<file path="config.mk">
export PLATFORM = sky130hd
export DESIGN_NAME = io_element_periphery_ctrl
export DESIGN_NICKNAME = d
export VERILOG_FILES = /design/src/core/io_periph_pkg.sv /design/src/core/io_element_periphery_ctrl.sv
export VERILOG_INCLUDE_DIRS = /design/src /design/src/core
export SDC_FILE = /design/constraint.sdc
export NUM_CORES = 2
export LEC_CHECK = 0
export ABC_CLOCK_PERIOD_IN_PS = 3000
export BUFFER_PORTS_ARGS = -buffer_cell sky130_fd_sc_hd__buf_2
export CORE_ASPECT_RATIO = 0.9
export CORE_MARGIN = 2
export CORE_UTILIZATION = 45
export DETAILED_ROUTE_END_ITERATION = 16
export PLACE_DENSITY = 0.7
export SLEW_MARGIN = 40
export SYNTH_ARGS = -nofsm -noshare
export SYNTH_HDL_FRONTEND = slang
export SYNTH_SLANG_ARGS = --single-unit
</file>
<file path="constraint.sdc">
create_clock -name clk -period 3 [get_ports clk]
set_clock_uncertainty 0.05 [all_clocks]
set_input_delay 0.15 -clock clk [delete_from_list [all_inputs] [get_ports clk]]
set_output_delay 0.15 -clock clk [all_outputs]
set_load 0.005 [all_outputs]
</file>
<file path="src/core/io_periph_cfg.svh">
// register offsets, field positions, reset values and row tables of the io periphery
`ifndef IO_PERIPH_CFG_SVH
`define IO_PERIPH_CFG_SVH

// byte offsets on the register bus
`define IOP_CELL_BASE   10'h000
`define IOP_SRC_BASE    10'h100
`define IOP_ROLE_ADDR   10'h140
`define IOP_BUS_ADDR    10'h144
`define IOP_PIN_ADDR    10'h148
`define IOP_ROWMAP_BASE 10'h180

// cell configuration word fields
`define IOP_F_MODE      1:0
`define IOP_F_REG_OUT   2
`define IOP_F_REG_EN    3
`define IOP_F_INVERT    4
`define IOP_F_OUT_SEL   9:5
`define IOP_F_CLK_SEL   13:10
`define IOP_F_CLR_SEL   17:14
`define IOP_F_OE_SEL    21:18
`define IOP_F_DRIVE_A   22
`define IOP_F_DRIVE_B   23
`define IOP_F_CLR_EN    24
`define IOP_CELL_MASK   32'h01ffffff

// source word fields: dedicated flag and channel index
`define IOP_F_SRC_DED   5
`define IOP_F_SRC_IDX   4:0

// selector value that keeps the output enable on
`define IOP_OE_ALWAYS   4'hf

// reset values
`define IOP_CELL_RST    32'h00000000
`define IOP_SRC_RST     6'h00
`define IOP_ROLE_RST    2'h0

// source row per line, 3 bits per variant, variant 0 lowest; 3'h7 means absent
`define IOP_ROWMAP_0  {3'h4, 3'h4, 3'h0, 3'h0, 3'h0, 3'h0}
`define IOP_ROWMAP_1  {3'h1, 3'h1, 3'h2, 3'h2, 3'h1, 3'h1}
`define IOP_ROWMAP_2  {3'h5, 3'h5, 3'h1, 3'h1, 3'h0, 3'h0}
`define IOP_ROWMAP_3  {3'h2, 3'h2, 3'h3, 3'h2, 3'h1, 3'h1}
`define IOP_ROWMAP_4  {3'h0, 3'h3, 3'h0, 3'h0, 3'h0, 3'h0}
`define IOP_ROWMAP_5  {3'h0, 3'h0, 3'h1, 3'h1, 3'h1, 3'h1}
`define IOP_ROWMAP_6  {3'h1, 3'h7, 3'h7, 3'h7, 3'h7, 3'h7}
`define IOP_ROWMAP_7  {3'h2, 3'h7, 3'h7, 3'h7, 3'h7, 3'h7}
`define IOP_ROWMAP_8  {3'h3, 3'h7, 3'h7, 3'h7, 3'h7, 3'h7}
`define IOP_ROWMAP_9  {3'h3, 3'h7, 3'h7, 3'h7, 3'h7, 3'h7}
`define IOP_ROWMAP_10 {3'h4, 3'h7, 3'h7, 3'h7, 3'h7, 3'h7}
`define IOP_ROWMAP_11 {3'h5, 3'h7, 3'h7, 3'h7, 3'h7, 3'h7}

`endif

</file>
<file path="src/core/io_periph_pkg.sv">
// types shared by the io periphery
`default_nettype none
package io_periph_pkg;
   typedef enum logic [1:0] {
      MODE_INPUT  = 2'h0,
      MODE_OUTPUT = 2'h1,
      MODE_BIDIR  = 2'h2
   } pin_mode_t;

   typedef enum logic [1:0] {
      KIND_CLOCK  = 2'h0,
      KIND_CLEAR  = 2'h1,
      KIND_ENABLE = 2'h2
   } ctrl_kind_t;
endpackage
`default_nettype wire
</file>
<file path="src/core/io_element_periphery_ctrl.sv">
// io cell array with peripheral control bus and register slave
//
// The address map and register access over Avalon-MM were decided locally.
`timescale 1ns/100ps
`default_nettype none
`include "io_periph_cfg.svh"

module io_element_periphery_ctrl #(
   parameter int NUM_COLS  = 27,
   parameter int VARIANT   = 5,
   parameter int ROW_CELLS = 16,
   parameter int COL_CELLS = 4
) (
   // clock and reset
   input  wire logic                                    clk,
   input  wire logic                                    arst_n,
   // avalon-mm slave
   input  wire logic [9:0]                              address,
   input  wire logic                                    read,
   input  wire logic                                    write,
   input  wire logic [31:0]                             writedata,
   input  wire logic [3:0]                              byteenable,
   output var  logic [31:0]                             readdata,
   output var  logic                                    waitrequest,
   // device pins
   input  wire logic [ROW_CELLS+COL_CELLS-1:0]          pin_in,
   output var  logic [ROW_CELLS+COL_CELLS-1:0]          pin_out,
   output var  logic [ROW_CELLS+COL_CELLS-1:0]          pin_oe,
   input  wire logic [3:0]                              dedicated_in,
   // core routing
   input  wire logic [NUM_COLS-1:0]                     row_chan_in,
   input  wire logic [15:0]                             col_chan_in,
   input  wire logic [NUM_COLS-1:0]                     le_first_chan,
   output var  logic [ROW_CELLS-1:0]                    row_drive_a,
   output var  logic [ROW_CELLS-1:0]                    row_drive_b,
   output var  logic [COL_CELLS-1:0]                    col_drive_a,
   output var  logic [COL_CELLS-1:0]                    col_drive_b,
   output var  logic [3:0]                              dedicated_to_core
);
   localparam int NCELLS  = ROW_CELLS + COL_CELLS;
   localparam int NLINES  = 12;
   localparam logic LARGEST = (VARIANT == 5);

   logic [31:0]       cell_cfg [NCELLS];
   logic [5:0]        src_cfg [NLINES];
   logic [1:0]        role;
   logic [3:0]        ded_s1, ded_s2, ded_s3;
   logic [NCELLS-1:0] pin_s1, pin_s2, pin_s3, pin_val;
   logic [NLINES-1:0] bus_line, bus_prev;
   logic [NCELLS-1:0] cell_reg;
   logic [NCELLS-1:0] core_data, clk_en, clr_act, oe_act, in_val;
   logic [NLINES-1:0] next_bus;
   logic [31:0]       next_readdata;
   logic              acc_write;

   // line usable by a cell for the given role
   function automatic logic pick(input logic [3:0] sel,
                                 input io_periph_pkg::ctrl_kind_t kind,
                                 input logic [NLINES-1:0] lines,
                                 input logic [1:0] shared_role);
      logic ok;
      ok = 1'b0;
      case (sel)
         4'h0: ok = (kind == io_periph_pkg::KIND_CLOCK);
         4'h1: ok = shared_role[0] ? (kind == io_periph_pkg::KIND_ENABLE)
                                   : (kind == io_periph_pkg::KIND_CLOCK);
         4'h2: ok = (kind == io_periph_pkg::KIND_CLEAR);
         4'h3: ok = shared_role[1] ? (kind == io_periph_pkg::KIND_ENABLE)
                                   : (kind == io_periph_pkg::KIND_CLEAR);
         default: ok = (kind == io_periph_pkg::KIND_ENABLE) && (sel < 4'hc)
                       && (LARGEST || sel < 4'h6);
      endcase
      pick = ok ? lines[sel] : 1'b0;
   endfunction

   // register hit test in a bank of words
   function automatic logic hit(input logic [9:0] addr, input logic [9:0] base,
                                input int count);
      hit = (addr >= base) && (int'(addr - base) < 4 * count);
   endfunction

   function automatic int word_of(input logic [9:0] addr, input logic [9:0] base);
      word_of = int'((addr - base) >> 2);
   endfunction

   function automatic logic [31:0] merge(input logic [31:0] old,
                                         input logic [31:0] data,
                                         input logic [3:0] be);
      logic [31:0] res;
      res = old;
      for (int b = 0; b < 4; b++) begin
         if (be[b]) begin
            res[8*b +: 8] = data[8*b +: 8];
         end
      end
      merge = res;
   endfunction

   // source row of each line in this variant
   function automatic logic [2:0] row_of(input int line);
      logic [17:0] map;
      map = 18'h3ffff;
      case (line)
         0: map = `IOP_ROWMAP_0;
         1: map = `IOP_ROWMAP_1;
         2: map = `IOP_ROWMAP_2;
         3: map = `IOP_ROWMAP_3;
         4: map = `IOP_ROWMAP_4;
         5: map = `IOP_ROWMAP_5;
         6: map = `IOP_ROWMAP_6;
         7: map = `IOP_ROWMAP_7;
         8: map = `IOP_ROWMAP_8;
         9: map = `IOP_ROWMAP_9;
         10: map = `IOP_ROWMAP_10;
         11: map = `IOP_ROWMAP_11;
         default: map = 18'h3ffff;
      endcase
      row_of = map[3*VARIANT +: 3];
   endfunction

   assign acc_write = write && !waitrequest;

   // bus slave handshake: one wait cycle per access
   always_ff @(posedge clk or negedge arst_n) begin
      if (!arst_n) begin
         waitrequest <= 1'b1;
         readdata    <= 32'h00000000;
      end else begin
         waitrequest <= !((read || write) && waitrequest);
         if (read && waitrequest) begin
            readdata <= next_readdata;
         end
      end
   end

   always_comb begin
      next_readdata = 32'h00000000;
      if (hit(address, `IOP_CELL_BASE, NCELLS)) begin
         next_readdata = cell_cfg[word_of(address, `IOP_CELL_BASE)];
      end else if (hit(address, `IOP_SRC_BASE, NLINES)) begin
         next_readdata = {26'h0000000, src_cfg[word_of(address, `IOP_SRC_BASE)]};
      end else if (address == `IOP_ROLE_ADDR) begin
         next_readdata = {30'h00000000, role};
      end else if (address == `IOP_BUS_ADDR) begin
         next_readdata = {20'h00000, bus_line};
      end else if (address == `IOP_PIN_ADDR) begin
         next_readdata = 32'(pin_val);
      end else if (hit(address, `IOP_ROWMAP_BASE, NLINES)) begin
         next_readdata = {29'h00000000, row_of(word_of(address, `IOP_ROWMAP_BASE))};
      end
   end

   // configuration registers
   always_ff @(posedge clk or negedge arst_n) begin
      if (!arst_n) begin
         for (int i = 0; i < NCELLS; i++) begin
            cell_cfg[i] <= `IOP_CELL_RST;
         end
         for (int k = 0; k < NLINES; k++) begin
            src_cfg[k] <= `IOP_SRC_RST;
         end
         role <= `IOP_ROLE_RST;
      end else if (acc_write) begin
         if (hit(address, `IOP_CELL_BASE, NCELLS)) begin
            cell_cfg[word_of(address, `IOP_CELL_BASE)] <=
               merge(cell_cfg[word_of(address, `IOP_CELL_BASE)], writedata, byteenable)
               & `IOP_CELL_MASK;
         end else if (hit(address, `IOP_SRC_BASE, NLINES) && byteenable[0]) begin
            src_cfg[word_of(address, `IOP_SRC_BASE)] <= writedata[5:0];
         end else if (address == `IOP_ROLE_ADDR && byteenable[0]) begin
            role <= writedata[1:0];
         end
      end
   end

   // pin and dedicated input synchronisers
   always_ff @(posedge clk or negedge arst_n) begin
      if (!arst_n) begin
         ded_s1            <= 4'h0;
         ded_s2            <= 4'h0;
         ded_s3            <= 4'h0;
         dedicated_to_core <= 4'h0;
         pin_s1            <= '0;
         pin_s2            <= '0;
         pin_s3            <= '0;
         pin_val           <= '0;
      end else begin
         ded_s1 <= dedicated_in;
         ded_s2 <= ded_s1;
         ded_s3 <= ded_s2;
         pin_s1 <= pin_in;
         pin_s2 <= pin_s1;
         pin_s3 <= pin_s2;
         for (int b = 0; b < 4; b++) begin
            if (ded_s2[b] == ded_s3[b]) begin
               dedicated_to_core[b] <= ded_s3[b];
            end
         end
         for (int i = 0; i < NCELLS; i++) begin
            if (pin_s2[i] == pin_s3[i]) begin
               pin_val[i] <= pin_s3[i];
            end
         end
      end
   end

   // peripheral bus line sources
   always_comb begin
      next_bus = '0;
      for (int k = 0; k < NLINES; k++) begin
         if (k < 6 || LARGEST) begin
            if (src_cfg[k][`IOP_F_SRC_DED]) begin
               next_bus[k] = dedicated_to_core[src_cfg[k][1:0]];
            end else if (int'(src_cfg[k][`IOP_F_SRC_IDX]) < NUM_COLS) begin
               next_bus[k] = le_first_chan[src_cfg[k][`IOP_F_SRC_IDX]];
            end
         end
      end
   end

   always_ff @(posedge clk or negedge arst_n) begin
      if (!arst_n) begin
         bus_line <= '0;
         bus_prev <= '0;
      end else begin
         bus_line <= next_bus;
         bus_prev <= bus_line;
      end
   end

   // per cell control and data selection
   always_comb begin
      logic [4:0] osel;
      osel = 5'h00;
      for (int i = 0; i < NCELLS; i++) begin
         osel = cell_cfg[i][`IOP_F_OUT_SEL];
         if (i < ROW_CELLS) begin
            core_data[i] = (int'(osel) < NUM_COLS) ? row_chan_in[osel] : 1'b0;
         end else begin
            core_data[i] = col_chan_in[{osel[2:0], 1'(i)}];
         end
         core_data[i] = core_data[i] ^ cell_cfg[i][`IOP_F_INVERT];
         clk_en[i] = pick(cell_cfg[i][`IOP_F_CLK_SEL], io_periph_pkg::KIND_CLOCK,
                          bus_line, role)
                     && !pick(cell_cfg[i][`IOP_F_CLK_SEL], io_periph_pkg::KIND_CLOCK,
                              bus_prev, role);
         clr_act[i] = cell_cfg[i][`IOP_F_CLR_EN]
                      && pick(cell_cfg[i][`IOP_F_CLR_SEL], io_periph_pkg::KIND_CLEAR,
                              bus_line, role);
         oe_act[i] = (cell_cfg[i][`IOP_F_OE_SEL] == `IOP_OE_ALWAYS)
                     || pick(cell_cfg[i][`IOP_F_OE_SEL], io_periph_pkg::KIND_ENABLE,
                             bus_line, role);
         in_val[i] = (cell_cfg[i][`IOP_F_REG_EN] && !cell_cfg[i][`IOP_F_REG_OUT])
                     ? cell_reg[i] : pin_val[i];
      end
   end

   // cell register, pin drivers and routing drivers
   always_ff @(posedge clk or negedge arst_n) begin
      if (!arst_n) begin
         cell_reg <= '0;
      end else begin
         for (int i = 0; i < NCELLS; i++) begin
            if (clr_act[i]) begin
               cell_reg[i] <= 1'b0;
            end else if (clk_en[i]) begin
               cell_reg[i] <= cell_cfg[i][`IOP_F_REG_OUT] ? core_data[i] : pin_val[i];
            end
         end
      end
   end

   always_ff @(posedge clk or negedge arst_n) begin
      if (!arst_n) begin
         pin_out <= '0;
         pin_oe  <= '0;
      end else begin
         for (int i = 0; i < NCELLS; i++) begin
            pin_out[i] <= (cell_cfg[i][`IOP_F_REG_EN] && cell_cfg[i][`IOP_F_REG_OUT])
                          ? cell_reg[i] : core_data[i];
            case (io_periph_pkg::pin_mode_t'(cell_cfg[i][`IOP_F_MODE]))
               io_periph_pkg::MODE_OUTPUT,
               io_periph_pkg::MODE_BIDIR: pin_oe[i] <= oe_act[i];
               default: pin_oe[i] <= 1'b0;
            endcase
         end
      end
   end

   always_ff @(posedge clk or negedge arst_n) begin
      if (!arst_n) begin
         row_drive_a <= '0;
         row_drive_b <= '0;
         col_drive_a <= '0;
         col_drive_b <= '0;
      end else begin
         for (int i = 0; i < ROW_CELLS; i++) begin
            row_drive_a[i] <= in_val[i] && cell_cfg[i][`IOP_F_DRIVE_A]
                              && cell_cfg[i][`IOP_F_MODE] != 2'h1;
            row_drive_b[i] <= in_val[i] && cell_cfg[i][`IOP_F_DRIVE_B]
                              && cell_cfg[i][`IOP_F_MODE] != 2'h1;
         end
         for (int c = 0; c < COL_CELLS; c++) begin
            col_drive_a[c] <= in_val[ROW_CELLS+c] && cell_cfg[ROW_CELLS+c][`IOP_F_DRIVE_A]
                              && cell_cfg[ROW_CELLS+c][`IOP_F_MODE] != 2'h1;
            col_drive_b[c] <= in_val[ROW_CELLS+c] && cell_cfg[ROW_CELLS+c][`IOP_F_DRIVE_B]
                              && cell_cfg[ROW_CELLS+c][`IOP_F_MODE] != 2'h1;
         end
      end
   end

endmodule
`default_nettype wire

</file>
==> metrics.md <==
| Metric | Value |
|---|---|
| Total of max-cap violations | `0` |
| Port Buf Inserts | `246` |
| Initial antenna violation count | `9` |
| Number of synthesized flops with an enable pin | `0` |
| Combinational power share | `9.7%` |
| Arrival time at the worst endpoint | `3290 ps` |
| Psw | `6602 uW` |
| Share of the synthesized area in the top cell type | `45.33%` |
| Die Span X | `336.1 um` |
| Post-synthesis simple-gate area fraction | `11.30%` |
| Least-Margin Pin Slew | `893.5 ps` |
| DR WL/cell | `25.54 um` |
| Placement Cell Area | `47590 um2` |
| Synth Area in Adders | `1.322%` |
| Synth Area in XOR/XNOR | `0.3923%` |
| Layout area overhead | `13.97%` |
| Final GP Congestion | `0.9638` |
| GR Util met2 | `42.54%` |
| Internal power | `18520 uW` |
| Via/cell ratio | `6.239` |
| Total Wirelength | `146300 um` |
| Core Area | `98330 um2` |
| H-tree Lvls | `3` |
| Mux contribution to synthesized area | `24.90%` |
| Clock Power Share | `44.2%` |
| Worst EP required | `3540 ps` |
| # rows | `109` |
| Sequential share of power | `46.1%` |
| Synth Area in Compound Gates | `12.31%` |
| Skew-Pair Late Insertion Delay | `680 ps` |
| Main combinational cell family by area after synthesis | `multiplexers` |
| Num CTS Buffers | `88` |
| Tcrit/Tclk final | `91.81%` |
| Sum of negative setup slack | `0 ps` |
| I/O pin total | `261` |
| Top FF cell, synth | `dfrtp_1` |
| Max-slew violations | `0` |
| Finished Cell Area | `50890 um2` |
| Max transition margin | `40.44%` |
| GRT overflow | `0` |
| CTS Buffer Depth | `3` |
| Clk sink count | `810` |
| Vias in the first global route | `34417` |
| Most flops, register | `cell_cfg` |
| Final Hold Viols | `0` |
| Hold WS | `26.86 ps` |
| Max Freq | `0.3631 GHz` |
| Ranking of synthesized cells by area | `dfrtp_1, mux4_2, mux2i_1, o21ai_0, nand2_1` |
| Sequential fraction of the synthesis area | `45.39%` |
| Worst setup EP type | `register` |
| Crit path max fanout | `14` |
| Layout Nets | `4501` |
| Switching share of power | `26.28%` |
| Post-CTS Setup Inserts | `0` |
| Pre-antenna DRT Iters | `6` |
| M1 GR Usage | `38.82%` |
| Worst-path clk slew | `60 ps` |
| Syn Inst Count | `4193` |
| 1st-iter DRT viols | `4301` |
| Post-Syn Area | `44660 um2` |
| Starting density of the core | `45.41%` |
| Setup violators final | `0` |
| Max FFs per register | `500` |
| Number of fill cells | `8668` |
| Residual DRC | `0` |
| Die height | `302.9 um` |
| Min-delay worst type | `in -> async` |
| Synth Warn # | `0` |
| Run status | `finished, final reports clean` |
| Die ar. | `101800 um2` |
| Crit start category | `register` |
| Avg Cell Area, Syn | `10.65 um2` |
| P per Cell Area | `493.6 nW/um2` |
| GRT Total Usage | `28.84%` |
| Total power | `25120 uW` |
| Antenna violation net count after detailed routing | `0` |
| Unrepaired setup endpoints after global routing | `no` |
| Via Count | `35748` |
| Final Critical Period | `2754 ps` |
| Top cells by count, synth | `dfrtp_1, nand2_1, o21ai_0` |
| CTS tree | `built` |
| Yosys reg bits | `810` |
| Critical path class | `reg -> reg` |
| Clk root buf | `clkbuf_16` |
| DP HPWL | `100600 um` |
| Global route hottest layer | `met2` |
| Largest net degree at the start of global routing | `107` |
| Synth async-reset ratio | `100.0%` |
| Most frequent cell after synthesis | `dfrtp_1` |
| Leading area contributor after synthesis | `dfrtp_1` |
| P_leak | `0.02103 uW` |
| Netlist cell types | `72` |
| Peak VDD IR | `0.4113 mV` |
| Routing usage on met3 | `8.501%` |
| First-pass GRT wire length | `220500 um` |
| Share of post-route cells with drive strength above 1 | `22.70%` |
| Largest registers | `cell_cfg x500, src_cfg x72, readdata x25` |
-- worst paths after layout --
kind	start	to	slack, ps	cells past startpoint
setup / recovery	cell_cfg[583]	cell_reg[1]	250	7
hold / removal	arst_n	cell_cfg[489]	30	2
setup reg to reg	cell_cfg[583]	cell_reg[1]	250	7
hold reg to reg	pin_s1[5]	pin_s2[5]	280	0
max in group asynchronous	arst_n	pin_val[2]	1810	3
min in group clk	writedata[8]	cell_cfg[456]	40	4
-- metrics by stage --
stage	setup WS (ps)	cells	utilization, %
6_report	245.6	5730	51.76
5_1_grt	126.9	5728	51.75
4_1_cts	297.8	5728	51.75
3_5_place_dp	160.2	5533	48.40
3_3_place_gp	218.7	5533	48.39
2_1_floorplan	390.4	4199	-
-- worst max-delay path, cell delays in order, from the launching register on --
cell	delay (ps)
dfrtp_1	730
mux2i_1	150
mux4_2	500
a22o_1	230
a31oi_1	350
xnor2_1	220
a211o_1	330
a21oi_1	110
-- cell type report --
class                           count  area, um2  area share, %
Multi-Input combinational cell   2914      22500          44.21
Sequential cell                   810      20280          39.85
Timing Repair Buffer              467       3348          6.579
Clock buffer                      113       2419          4.752
Tap cell                         1332       1667          3.275
Clock inverter                     44      496.7         0.9760
Inverter                           48      180.2         0.3540
Antenna cell                        2      5.005       0.009834
-- metal layers --
| metal | vias up | wire (um) |
|---|---|---|
| li1 | 15457 | - |
| met2 | 2193 | 63430 |
| met4 | 12 | 8650 |
| met3 | 467 | 17360 |
| met5 | - | 83 |
| met1 | 17619 | 56800 |
-- cell families after synthesis --
| group | count (synthesis) |
|---|---|
| and+or+nand+nor | 1131 |
| AOI/OAI and AO/OA | 968 |
| DFF | 810 |
| muxes | 736 |
| buffers and inverters | 475 |
| adders and majority gates | 52 |
| xor gates and xnor gates | 20 |
| other | 1 |
-- power groups by stage --
stage / Clock [uW] / Combinational, uW / Sequential, uW
after floorplan: 0 / 1350 / 11500
after global placement: 0 / 2310 / 11800
after detailed placement: 0 / 2350 / 11800
after CTS: 11200 / 2410 / 11600
after global routing: 11700 / 2610 / 11600
final: 11100 / 2440 / 11600
-- cells in the final DEF, fill, tap and decap left out, drive strengths merged, types with 8 or more instances in the layout --
master and instances:
nand4 8, maj3 24, or4 14, o22ai 44, nor3 35, buf 429
clkinv 21, o221ai 16, a211o 8, nand3b 57, a22oi 19, inv 55
mux2i 348, a21oi 87, clkinvlp 9, nand2b 10, mux4 290, ha 28
a31oi 25, dlygate4sd3 38, o21ai 640, clkbuf 113, and2 48, a221oi 23
o211ai 21, dfrtp 809, nand2 706, nor2 133, nor4 20, nor2b 56
xnor2 15, a211oi 31, mux2 98, a22o 8, nand3 21
-- timing repair --
action                                  CTS  global route
gates resized for setup                   0             0
endpoints found under the hold margin   575             0
hold buffers                             38             0
endpoints found under the setup margin    0             0
No activity file was read; power rests on OpenSTA's default activity.
